==> src/fb_prescaler_params.svh <==
// Constants for the feedback prescaler and status pin selector
// Overview of operation
// - With the counter bypass bit set, the main feedback counter divides by one.
// - Prescaler codes 000, 001 and 111 give fixed divide by 1, 2 and 3.
// - Code 010 divides by 2 or 3 with a nonzero swallow count, else by 2.
// - Code 011 divides by 4 or 5 with a nonzero swallow count, else by 4.
// - Code 100 divides by 8 or 9 with a nonzero swallow count, else by 8.
// - Code 101 divides by 16 or 17 with a nonzero swallow count, else by 16.
// - Code 110 is the reset default and divides by 32 or 33, else by 32.
// - Selector 000000 drives a static low; 000001 the delayed feedback output.
// - Codes 2 to 5 select reference, swallow, prescaler and up-pulse signals.
`ifndef FB_PRESCALER_PARAMS_SVH
`define FB_PRESCALER_PARAMS_SVH
`define ADDR_FB_CTRL 10'h016
`define ADDR_MON_SEL 10'h017
`define RST_FB_CTRL 8'h06
`define RST_MON_SEL 8'h00
`define BIT_CP_MID 7
`define BIT_RST_R 6
`define BIT_RST_AB 5
`define BIT_RST_ALL 4
`define BIT_BYPASS 3
`define PS_HI 2
`define PS_LO 0
`define SEL_HI 7
`define SEL_LO 2
`define SEL_GROUND 6'h00
`define SEL_N_OUT 6'h01
`define SEL_R_OUT 6'h02
`define SEL_A_OUT 6'h03
`define SEL_P_OUT 6'h04
`define SEL_PFD_UP 6'h05
`endif

==> src/fb_prescaler_pkg.sv <==
// Types shared by the feedback prescaler logic
package fb_prescaler_pkg;
   typedef enum logic [2:0] {
      PS_FD1 = 3'b000,
      PS_FD2 = 3'b001,
      PS_DM2 = 3'b010,
      PS_DM4 = 3'b011,
      PS_DM8 = 3'b100,
      PS_DM16 = 3'b101,
      PS_DM32 = 3'b110,
      PS_FD3 = 3'b111
   } prescaler_code_t;
endpackage

==> src/prescaler_core.sv <==
// Programmable modulus prescaler producing one pulse per prescaler cycle
`timescale 1ns/1ps
module prescaler_core #(
   parameter int MOD_W = 6
) (
   input wire logic core_clk_i,
   input wire logic srst_i,
   input wire logic hold_i,
   input wire logic [MOD_W-1:0] modulus_i,
   output logic pulse_o
);
   logic [MOD_W-1:0] cnt_r;
   logic [MOD_W-1:0] cnt_nxt;
   logic last;

   // Last input cycle of the current prescaler cycle
   assign last = (cnt_r >= modulus_i - MOD_W'(1));
   assign pulse_o = last && !hold_i;

   // Count input cycles, wrap at the selected modulus
   always_comb begin
      if (hold_i || last) begin
         cnt_nxt = '0;
      end else begin
         cnt_nxt = cnt_r + MOD_W'(1);
      end
   end

   always_ff @(posedge core_clk_i) begin
      if (srst_i) begin
         cnt_r <= '0;
      end else begin
         cnt_r <= cnt_nxt;
      end
   end
endmodule

==> src/feedback_prescaler_status_mux.sv <==
// Feedback divider control, prescaler decode and status pin selector
`timescale 1ns/1ps
`include "fb_prescaler_params.svh"
module feedback_prescaler_status_mux
   import fb_prescaler_pkg::*;
#(
   parameter int A_W = 6,
   parameter int B_W = 13
) (
   input wire logic core_clk_i,
   input wire logic srst_i,
   input wire logic [9:0] reg_addr_i,
   input wire logic [7:0] reg_wdata_i,
   input wire logic reg_wr_i,
   output logic [7:0] reg_rdata_o,
   input wire logic [A_W-1:0] swallow_count_i,
   input wire logic [B_W-1:0] main_count_i,
   input wire logic ref_div_delayed_i,
   input wire logic pfd_up_i,
   output logic fb_div_o,
   output logic cp_mid_o,
   output logic r_counter_reset_o,
   output logic status_pin_o
);
   // Control registers, read data and their next values
   logic [7:0] fb_ctrl_r;
   logic [7:0] fb_ctrl_nxt;
   logic [7:0] mon_sel_r;
   logic [7:0] mon_sel_nxt;
   logic [7:0] rdata_r;
   logic [7:0] rdata_nxt;
   // Swallow and main counter state
   logic [A_W-1:0] a_rem_r;
   logic [A_W-1:0] a_rem_nxt;
   logic [B_W-1:0] b_rem_r;
   logic [B_W-1:0] b_rem_nxt;
   // Divider, swallow and pin output flops
   logic fb_div_r;
   logic fb_div_nxt;
   logic a_out_r;
   logic a_out_nxt;
   logic status_r;
   logic status_nxt;
   // Decoded settings and the prescaler pulse
   logic [5:0] modulus;
   logic p_pulse;
   logic hold_ab;
   logic period_end;
   logic [B_W-1:0] b_load;
   prescaler_code_t p_code;
   logic [5:0] sel;
   // Write strobes for each control register
   logic wr_fb;
   logic wr_mon;

   // Modulus for one prescaler cycle; swallow selects the larger one
   // Fixed divide codes ignore the swallow count, so a stray nonzero
   // count cannot stretch their cycles
   function automatic logic [5:0] pick_modulus(input prescaler_code_t c,
                                              input logic swallow);
      logic [5:0] base;
      logic dual;
      base = 6'h01;
      dual = 1'b1;
      unique case (c)
         PS_FD1: begin
            base = 6'h01;
            dual = 1'b0;
         end
         PS_FD2: begin
            base = 6'h02;
            dual = 1'b0;
         end
         PS_FD3: begin
            base = 6'h03;
            dual = 1'b0;
         end
         PS_DM2: base = 6'h02;
         PS_DM4: base = 6'h04;
         PS_DM8: base = 6'h08;
         PS_DM16: base = 6'h10;
         PS_DM32: base = 6'h20;
      endcase
      // Dual modulus adds one while swallow cycles remain
      return base + {5'h00, dual && swallow};
   endfunction

   // Fields of the control bytes
   assign p_code = prescaler_code_t'(fb_ctrl_r[`PS_HI:`PS_LO]);
   assign sel = mon_sel_r[`SEL_HI:`SEL_LO];
   // The AB or the all reset bit holds the prescaler and both counters at their loads
   assign hold_ab = fb_ctrl_r[`BIT_RST_AB] || fb_ctrl_r[`BIT_RST_ALL];
   // Modulus follows the swallow count, which moves only on a pulse or while held
   assign modulus = pick_modulus(p_code, a_rem_r != '0);
   // Bypass forces one prescaler cycle per feedback period
   // A main count of zero is taken as one so a period never stalls
   assign b_load = (fb_ctrl_r[`BIT_BYPASS] || main_count_i == '0) ?
                   B_W'(1) : main_count_i;
   // Last prescaler cycle of the feedback period
   assign period_end = p_pulse && (b_rem_r <= B_W'(1));
   // Write strobes decoded once for the register process
   assign wr_fb = reg_wr_i && reg_addr_i == `ADDR_FB_CTRL;
   assign wr_mon = reg_wr_i && reg_addr_i == `ADDR_MON_SEL;

   // Prescaler core; a mode change mid-cycle wraps it at once when its
   // count already lies past the new modulus
   prescaler_core #(
      .MOD_W(6)
   ) u_prescaler (
      .core_clk_i(core_clk_i),
      .srst_i(srst_i),
      .hold_i(hold_ab),
      .modulus_i(modulus),
      .pulse_o(p_pulse)
   );

   // Register writes and registered read data
   always_comb begin
      // Writes land at the next edge; unmapped addresses are ignored
      fb_ctrl_nxt = fb_ctrl_r;
      mon_sel_nxt = mon_sel_r;
      if (wr_fb) begin
         fb_ctrl_nxt = reg_wdata_i;
      end
      if (wr_mon) begin
         mon_sel_nxt = reg_wdata_i;
      end
      // Read data follows the address; unmapped addresses read zero
      unique case (reg_addr_i)
         `ADDR_FB_CTRL: rdata_nxt = fb_ctrl_r;
         `ADDR_MON_SEL: rdata_nxt = mon_sel_r;
         default: rdata_nxt = 8'h00;
      endcase
   end

   // Register the control bytes and the read data
   always_ff @(posedge core_clk_i) begin
      if (srst_i) begin
         fb_ctrl_r <= `RST_FB_CTRL;
         mon_sel_r <= `RST_MON_SEL;
         rdata_r <= 8'h00;
      end else begin
         fb_ctrl_r <= fb_ctrl_nxt;
         mon_sel_r <= mon_sel_nxt;
         rdata_r <= rdata_nxt;
      end
   end

   // Swallow and main counters; each period is B prescaler cycles
   always_comb begin
      a_rem_nxt = a_rem_r;
      b_rem_nxt = b_rem_r;
      fb_div_nxt = fb_div_r;
      a_out_nxt = a_out_r;
      // Held counters wait at their loads with both outputs low
      if (hold_ab) begin
         a_rem_nxt = swallow_count_i;
         b_rem_nxt = b_load;
         fb_div_nxt = 1'b0;
         a_out_nxt = 1'b0;
      end else if (p_pulse) begin
         // New counts are taken here, at the start of a period, and in the hold branch above
         if (period_end) begin
            a_rem_nxt = swallow_count_i;
            b_rem_nxt = b_load;
            fb_div_nxt = !fb_div_r;
         end else begin
            b_rem_nxt = b_rem_r - B_W'(1);
            // Swallow cycles run first until the count is spent
            if (a_rem_r != '0) begin
               a_rem_nxt = a_rem_r - A_W'(1);
               // Swallow output toggles as the count reaches zero
               if (a_rem_r == A_W'(1)) begin
                  a_out_nxt = !a_out_r;
               end
            end
         end
      end
   end

   // Register the counters; reset starts a period of one prescaler cycle
   always_ff @(posedge core_clk_i) begin
      if (srst_i) begin
         a_rem_r <= '0;
         b_rem_r <= B_W'(1);
         fb_div_r <= 1'b0;
         a_out_r <= 1'b0;
      end else begin
         a_rem_r <= a_rem_nxt;
         b_rem_r <= b_rem_nxt;
         fb_div_r <= fb_div_nxt;
         a_out_r <= a_out_nxt;
      end
   end

   // Status pin source selection, registered before the pin
   always_comb begin
      // Codes outside the decoded set show ground
      unique case (sel)
         `SEL_GROUND: status_nxt = 1'b0;
         `SEL_N_OUT: status_nxt = fb_div_r;
         `SEL_R_OUT: status_nxt = ref_div_delayed_i;
         `SEL_A_OUT: status_nxt = a_out_r;
         `SEL_P_OUT: status_nxt = p_pulse;
         `SEL_PFD_UP: status_nxt = pfd_up_i;
         default: status_nxt = 1'b0;
      endcase
   end

   // Register the pin so it never glitches between sources
   always_ff @(posedge core_clk_i) begin
      if (srst_i) begin
         status_r <= 1'b0;
      end else begin
         status_r <= status_nxt;
      end
   end

   // Outputs straight from flops
   assign reg_rdata_o = rdata_r;
   assign fb_div_o = fb_div_r;
   // Charge pump and reference divider controls from the stored bits
   assign cp_mid_o = fb_ctrl_r[`BIT_CP_MID];
   assign r_counter_reset_o = fb_ctrl_r[`BIT_RST_R] || fb_ctrl_r[`BIT_RST_ALL];
   assign status_pin_o = status_r;
endmodule

==> config.mk <==
export PLATFORM = sky130hd
export DESIGN_NAME = feedback_prescaler_status_mux
export DESIGN_NICKNAME = d
export VERILOG_FILES = /design/src/fb_prescaler_pkg.sv /design/src/prescaler_core.sv /design/src/feedback_prescaler_status_mux.sv
export VERILOG_INCLUDE_DIRS = /design/src /design/src/src
export SDC_FILE = /design/constraint.sdc
export NUM_CORES = 1
export LEC_CHECK = 0
export ABC_AREA = 0
export ABC_CLOCK_PERIOD_IN_PS = 5900
export BUFFER_PORTS_ARGS = -buffer_cell sky130_fd_sc_hd__buf_2
export CAP_MARGIN = 15
export CORE_ASPECT_RATIO = 1.25
export CORE_MARGIN = 2
export CORE_UTILIZATION = 60
export DETAILED_ROUTE_END_ITERATION = 8
export PLACE_DENSITY = 0.93
export SETUP_SLACK_MARGIN = 0.3
export SYNTH_ARGS = -nofsm -noshare
export SYNTH_HDL_FRONTEND = slang
export SYNTH_SLANG_ARGS = --single-unit
==> constraint.sdc <==
create_clock -name core_clk_i -period 5.9 [get_ports core_clk_i]
set_input_delay 1.18 -clock core_clk_i [delete_from_list [all_inputs] [get_ports core_clk_i]]
set_output_delay 1.18 -clock core_clk_i [all_outputs]
set_load 0.01 [all_outputs]
* Yosys cells after proc, flatten, opt, wreduce, memory -nomap -nowiden
Cells that the tools add are included.
** Word-level totals
- Bits of input ports :: 42
- Bits in latches :: 0
- Register bits after elaboration :: 52
- ROM bits :: 0
- Memories :: 0
- RAM bits :: 0
** Cells by class
- Reduce and logical (&&, ||, !) cells :: 24
- Eq/ne operators :: 15
- Add/subtract/negate cells :: 5
- Order comparisons :: 2
- Div/mod/pow operators :: 0
- Multipliers :: 0
- Shifts and indexed selects :: 0
- Multiplexer cells :: 12
- Bitwise gates (word level) :: 1
** Operators by type and width (number)
- 13-bit two-way mux :: 4
- 6-bit case mux with 7 select lines :: 1
- 6-bit two-way mux :: 4
- 10-bit by 5-bit equality test with 1-bit output, second input constant :: 2
- 8-bit case mux with 2 select lines :: 1
- 13-bit by 1-bit <= comparator with 1-bit output, second input constant :: 1
- 13-bit logical NOT :: 1
- 13-bit by 1-bit subtractor with 13-bit output, second input constant :: 1
- 3-bit equality test, second input constant :: 4
- 6-bit by 1-bit equality test with 1-bit output, second input constant :: 2
- 6-bit by 2-bit equality test with 1-bit output, second input constant :: 2
- 6-bit by 3-bit equality test with 1-bit output, second input constant :: 2
- 6-bit by 1-bit subtractor with 6-bit output, second input constant :: 2
- 6-bit by 1-bit adder with 6-bit output :: 1
- 6-bit by 1-bit adder with 6-bit output, second input constant :: 1
- 3-bit by 2-bit equality test with 1-bit output, second input constant :: 2
- 6-bit greater-or-equal comparator :: 1
- 6-bit nonzero test :: 1
- 2-bit OR reduction :: 3
- 1-bit logical AND :: 5
- 1-bit case mux with 5 select lines :: 1
- 1-bit logical OR :: 4
- 2-bit AND reduction :: 2
- 4-bit AND reduction :: 1
- 8 further kinds :: 10

* Longest topological paths before layout
- Depth in word-level cells :: 12
- Depth in mapped cells :: 16
- Gate-level depth less buffers :: 15

* By module
Synthesis repeated with hierarchy kept, for this count alone.
** Unflattened totals
- Cells, all modules :: 359
- Area total of the unflattened synthesis :: 2920.3 um^2
** Modules (own cells, without submodules)
- feedback_prescaler_status_mux :: area each 2481.1 um^2, instances 1, cells an instance 308
- prescaler_core :: area each 439.2 um^2, instances 1, cells an instance 51

* Worst setup path after synthesis
No wires, ideal clock.
- Path kind :: register to register
- Start point :: reg a_rem_r[2]
- End point :: reg a_rem_r[5]
- Buffers on the path :: 1
- Setup slack :: 2.841 ns
- Data arrival time :: 2.992 ns
- Cell stages (with the launch flop) :: 16
- Cells stage by stage :: dfxtp_1 > nor4_1 > nand2_1 > nand3_1 > ha_1 > xnor2_1 > o21ai_0 > a22oi_1 > ha_1 > a21o_1 > nand3_1 > o211ai_2 > a21oi_4 > buf_6 > mux2_4 > o21ai_2
** On the way
- Word-level cells in the longest chain between the ends :: 10
** Ends and longest elaborated chain
- start: declaration :: line feedback_prescaler_status_mux.sv:33 : logic [A_W-1:0] a_rem_r;
- start signal: assignment :: line feedback_prescaler_status_mux.sv:189 : a_rem_r <= a_rem_nxt;
- 6-bit nonzero test :: line feedback_prescaler_status_mux.sv:94, feedback_prescaler_status_mux.sv:170
- 1-bit logical AND :: line feedback_prescaler_status_mux.sv:85 : return base + {5'h00, dual && swallow};
- 6-bit by 1-bit adder with 6-bit output :: line feedback_prescaler_status_mux.sv:85
- 6-bit by 1-bit subtractor with 6-bit output :: line prescaler_core.sv:17 : assign last = (cnt_r >= modulus_i - MOD_W'(1));
- 6-bit greater-or-equal comparator :: line prescaler_core.sv:17
- 1-bit logical AND :: line prescaler_core.sv:18 : assign pulse_o = last && !hold_i;
- 1-bit logical AND :: line feedback_prescaler_status_mux.sv:100 : assign period_end = p_pulse && (b_rem_r <= B_W'(1));
- 6-bit two-way mux :: line feedback_prescaler_status_mux.sv:163 : if (period_end) begin
- 6-bit two-way mux :: line feedback_prescaler_status_mux.sv:161 : end else if (p_pulse) begin
- 6-bit two-way mux :: line feedback_prescaler_status_mux.sv:156 : if (hold_ab) begin
Parallel ways exist; a longest one is shown, timed or not. The select of a mux whose other input is x is not followed.
A chain may end at the register's enable or synchronous reset.

* Worst setup path in the final report
- Start point :: reg a_rem_r[2]
- End point :: reg a_rem_r[1]
** On the way
- Word-level cells in the longest chain between the ends :: 10
** Ends and longest elaborated chain (line)
- 6-bit nonzero test * :: feedback_prescaler_status_mux.sv:94, feedback_prescaler_status_mux.sv:170
- 1-bit logical AND :: feedback_prescaler_status_mux.sv:85
- 6-bit by 1-bit adder with 6-bit output :: feedback_prescaler_status_mux.sv:85
- 6-bit by 1-bit subtractor with 6-bit output :: prescaler_core.sv:17
- 6-bit greater-or-equal comparator :: prescaler_core.sv:17
- 1-bit logical AND :: prescaler_core.sv:18
- 1-bit logical AND :: feedback_prescaler_status_mux.sv:100
- 6-bit two-way mux :: feedback_prescaler_status_mux.sv:163
- 6-bit two-way mux :: feedback_prescaler_status_mux.sv:161
- 6-bit two-way mux :: feedback_prescaler_status_mux.sv:156
Every way passes the cells marked *; elsewhere a longest branch is shown, timed or not. The select of a mux whose other input is x is not followed.

==> out/qor.tcl <==
set qor(drt_drc_violations_left) 0
set qor(synth.net_count) 412
set qor(floorplan.die_area_um2) 5400
set qor(combined_area_of_the_multi_input_logic_cells_um2) 1730
set qor(unrepaired_setup_endpoints_after_global_routing) {no}
set qor(clockPowerShare_pct) 35.5
set qor(flow.area_growth_from_synthesis_pct) 12.0
set qor(worstMarginPinSlew_ps) 1010
set qor(post_cts_resize_count) 0
set qor(dr_total_vias) 2823
set qor(vdd_drop_max_mv) 0.167
set qor(critPathLaunchType) {register}
set qor(crit-reg2reg-capture) {a_rem_r[1]$_SDFFE_PP0P_}
set qor(post_drt_wl_per_cell_um) 15.6
set qor(tns_ps) 0
set qor(met2_routed_length_mm) 3.64
set qor(dp.cells) 450
set qor(antenna_found_initial) 0
set qor(critical-path-max-stage-delay_ps) 490
set qor(pwr-share-seq_pct) 58.6
set qor(cts_tree) {built}
set qor(drt-initial-drc-count) 247
set qor(cts-hold-fix-buffers) 0
set qor(critical_path_depth) 14
set qor(timing.final.crit_period_ps) 3830
set qor(worst_setup_path_end_kind) {register}
set qor(cts_max_path_buffers) 2
set qor(post_synth.cell_area_avg_um2) 8.13
set qor(ant_nets) 0
set qor(cts.root.buffer_cell) {sky130_fd_sc_hd__clkbuf_8}
set qor(finalHoldViolations) 0
set qor(layout-drive-gt1-share_pct) 18.8
set qor(outcome) {finished clean}
set qor(antenna_cells) 0
set qor(whs_path_depth) 2
set qor(synth_ff_type) {sky130_fd_sc_hd__dfxtp_1}
set qor(synth_warnings) 0
set qor(register_cell_area_after_layout_um2) 1040
set qor(crit_slowest_cell) {sky130_fd_sc_hd__a21oi_4}
set qor(clock_sinks) 52
set qor(critical_path.cell_chain) {nor4_1 > nand2_1 > nand3_1 > ha_1 > xnor2_1 > o21ai_0 > a22oi_1 > ha_1 > a21o_1 > nand3_1 > o211ai_2 > a21oi_4 > nor2_1 > a2111oi_2}
set qor(wl_met1_mm) 2.88
set qor(clk_latency_ps) 320
set qor(largest_fanout_on_the_critical_path) 18
set qor(max_cap_violations) 0
set qor(layoutNonFillerInstCount) 458
set qor(h_tree_depth) 2
set qor(synth_sequential_area_ratio_pct) 36.0
set qor(slew_viol_final) 0
set qor(category_of_cells_accounting_for_the_largest_share_of_critical_path_delay) {compound AO/OA/AOI/OAI gates}
set qor(globalRoute.totalOverflow) 0
set qor(sw_frac_of_total_pct) 25.0
set qor(ff2ff_setup_slack_ps) 2070
set qor(setup.worst_path.start) {a_rem_r[2]$_SDFFE_PP0P_}
set qor(hpwl_mm) 5.06
set qor(cts-buffers-inserted) 5
set qor(die_y_um) 81.7
set qor(timing.setup.critical_path_class) {register to register}
set qor(clkSlewWorstSetupHoldPaths_ps) 110
set qor(timing.final.setup_violations) 0
set qor(grt_max_degree) 39
set qor(final_nets) 453
set qor(mostFrequentLayoutCell) {sky130_fd_sc_hd__buf_2}
set qor(worstReg2RegStart) {a_rem_r[2]$_SDFFE_PP0P_}
set qor(core_area_um2) 4690
set qor(worst_slew_margin_rel_pct) 32.1
set qor(drt_pre_antenna_iters) 5
set qor(num_io_pins) 54
set qor(cts_setup_buffers) 0
set qor(routabilityCongestion) 1.01
set qor(combinationalPowerShare_pct) 5.9
set qor(worst_ep_required_time_ps) 6120
set qor(synth-async-reset-ratio_pct) 0
set qor(layout_common_cells) {sky130_fd_sc_hd__buf_2, sky130_fd_sc_hd__dfxtp_1, sky130_fd_sc_hd__a21oi_1}
set qor(io_buffer_count) 53
set qor(total_switching_power_uw) 152
set qor(row_count) 28
set qor(ff2ff_path_depth) 14
set qor(internal_power_uw) 455
set qor(ys_ff_latch) 52
set qor(hp-class) {register to register}
set qor(cp-endpoint) {a_rem_r[1]$_SDFFE_PP0P_}
set qor(syn-instance-count) 356
set qor(fmaxAchievable_mhz) 261
set qor(grt_first_pass_wirelength_mm) 11.5
set qor(crit_buf_inv) 0
set qor(postRouteWirelength_mm) 7.14
set qor(power-per-cell-area_nw_per_um2) 187
set qor(syn_area_um2) 2900
set qor(top_signal_layer_used) {met4}
set qor(grt_pass1_vias) 2621
set qor(nFillCells) 389
set qor(die_w_um) 66.1
set qor(worstPathArrival_ps) 4050
set qor(layout_worst_path_cycle_share_pct) 64.9
set qor(fin_skew_ps) 17.4
set qor(synth.lib_cells_used.distinct) 55
set qor(via_per_inst) 6.16
set qor(synth_enable_flop_cells) 0
set qor(wl_met3_um) 359
set qor(p_leak_nw) 1.33
set qor(total_routing_resource_utilization_after_global_routing_pct) 27.1
set qor(start_util_pct) 61.7
synth_stat cells, types with 4 or more instances:
cell type,instances,area (µm²)
sky130_fd_sc_hd__mux2i_1,5,50.1
sky130_fd_sc_hd__nand2_1,29,109
sky130_fd_sc_hd__inv_1,11,41.3
sky130_fd_sc_hd__a22oi_1,11,82.6
sky130_fd_sc_hd__a21oi_1,35,175
sky130_fd_sc_hd__clkbuf_1,14,52.6
sky130_fd_sc_hd__o21ai_0,19,95.1
sky130_fd_sc_hd__nand3b_1,4,30.0
sky130_fd_sc_hd__a211oi_1,5,37.5
sky130_fd_sc_hd__nor3_1,13,65.1
sky130_fd_sc_hd__nor2_1,32,120
sky130_fd_sc_hd__ha_1,14,175
sky130_fd_sc_hd__dfxtp_1,52,1040
sky130_fd_sc_hd__nand4_1,4,25.0
sky130_fd_sc_hd__xnor2_1,4,35.0
sky130_fd_sc_hd__nand3_1,28,140
sky130_fd_sc_hd__o211ai_1,4,30.0
sky130_fd_sc_hd__nor4_1,9,56.3
sky130_fd_sc_hd__o2bb2ai_1,5,43.8
sky130_fd_sc_hd__xor2_1,5,43.8
sky130_fd_sc_hd__and3_1,5,31.3
layer usage:
layer	track usage (%)	up-vias
li1	-	1387
met1	33.4	1310
met2	45.2	101
met3	4.93	25
met4	13.1	0
met5	0	-
logic make-up after synthesis:
family / synth area share [%]
DFF: 36.0
muxes: 2.25
AOI/OAI and AO/OA: 22.6
adders and majority gates: 6.05
and+or+nand+nor: 26.0
xor gates and xnor gates: 2.72
buffers and inverters: 4.45
state kept, by name, indices dropped and copies added, names as in the netlist:
signal	cells
a_out_r	1
a_rem_r	6
b_rem_r	13
fb_ctrl_r	8
fb_div_o	1
mon_sel_r	8
reg_rdata_o	8
status_pin_o	1
u_prescaler.cnt_r	6
area by class of cell:
cell class,instances,share of cell area [%]
repair buffers,53,8.18
clock buffers,5,2.12
flip-flops and latches,52,32.1
well taps,60,2.31
clock inverters,3,0.810
inverters,11,1.27
multi-input cells,274,53.2
per-stage QoR:
stage	instance area, µm²	utilization [%]	power, mW	hold WS [ps]	setup slack, ps
6_report	3240	69.1	0.607	482	2070
5_1_grt	3240	69.1	0.627	506	1690
3_5_place_dp	3150	67.1	0.398	463	2140
2_1_floorplan	2900	-	0.379	436	2840
4_1_cts	3240	69.1	0.605	478	2090
3_3_place_gp	3150	67.1	0.397	442	2340
tightest hold or removal path: stages, from the launching register on:
cell and delay, ps:
sky130_fd_sc_hd__dfxtp_1 340, sky130_fd_sc_hd__nand2_1 60, sky130_fd_sc_hd__a21oi_1 50
worst min path at each step:
stage                                end                       from  slack, ps
5_1_grt        mon_sel_r[0]$_SDFFE_PP0P_  mon_sel_r[0]$_SDFFE_PP0P_        510
3_5_place_dp   mon_sel_r[5]$_SDFFE_PP0P_  mon_sel_r[5]$_SDFFE_PP0P_        460
6_report       mon_sel_r[5]$_SDFFE_PP0P_  mon_sel_r[5]$_SDFFE_PP0P_        480
2_1_floorplan  mon_sel_r[0]$_SDFFE_PP0P_  mon_sel_r[0]$_SDFFE_PP0P_        440
4_1_cts        mon_sel_r[5]$_SDFFE_PP0P_  mon_sel_r[5]$_SDFFE_PP0P_        480
3_3_place_gp   mon_sel_r[1]$_SDFFE_PP0P_  mon_sel_r[1]$_SDFFE_PP0P_        440
power by group through the flow:
stage	combinational, mW	clock [mW]	sequential (mW)
after floorplan	0.0165	0	0.363
after global placement	0.0342	0	0.363
after detailed placement	0.0351	0	0.363
after CTS	0.0353	0.214	0.355
after global routing	0.0396	0.232	0.355
final	0.0360	0.215	0.355
Note: power is estimated with default switching activity, not from simulation.
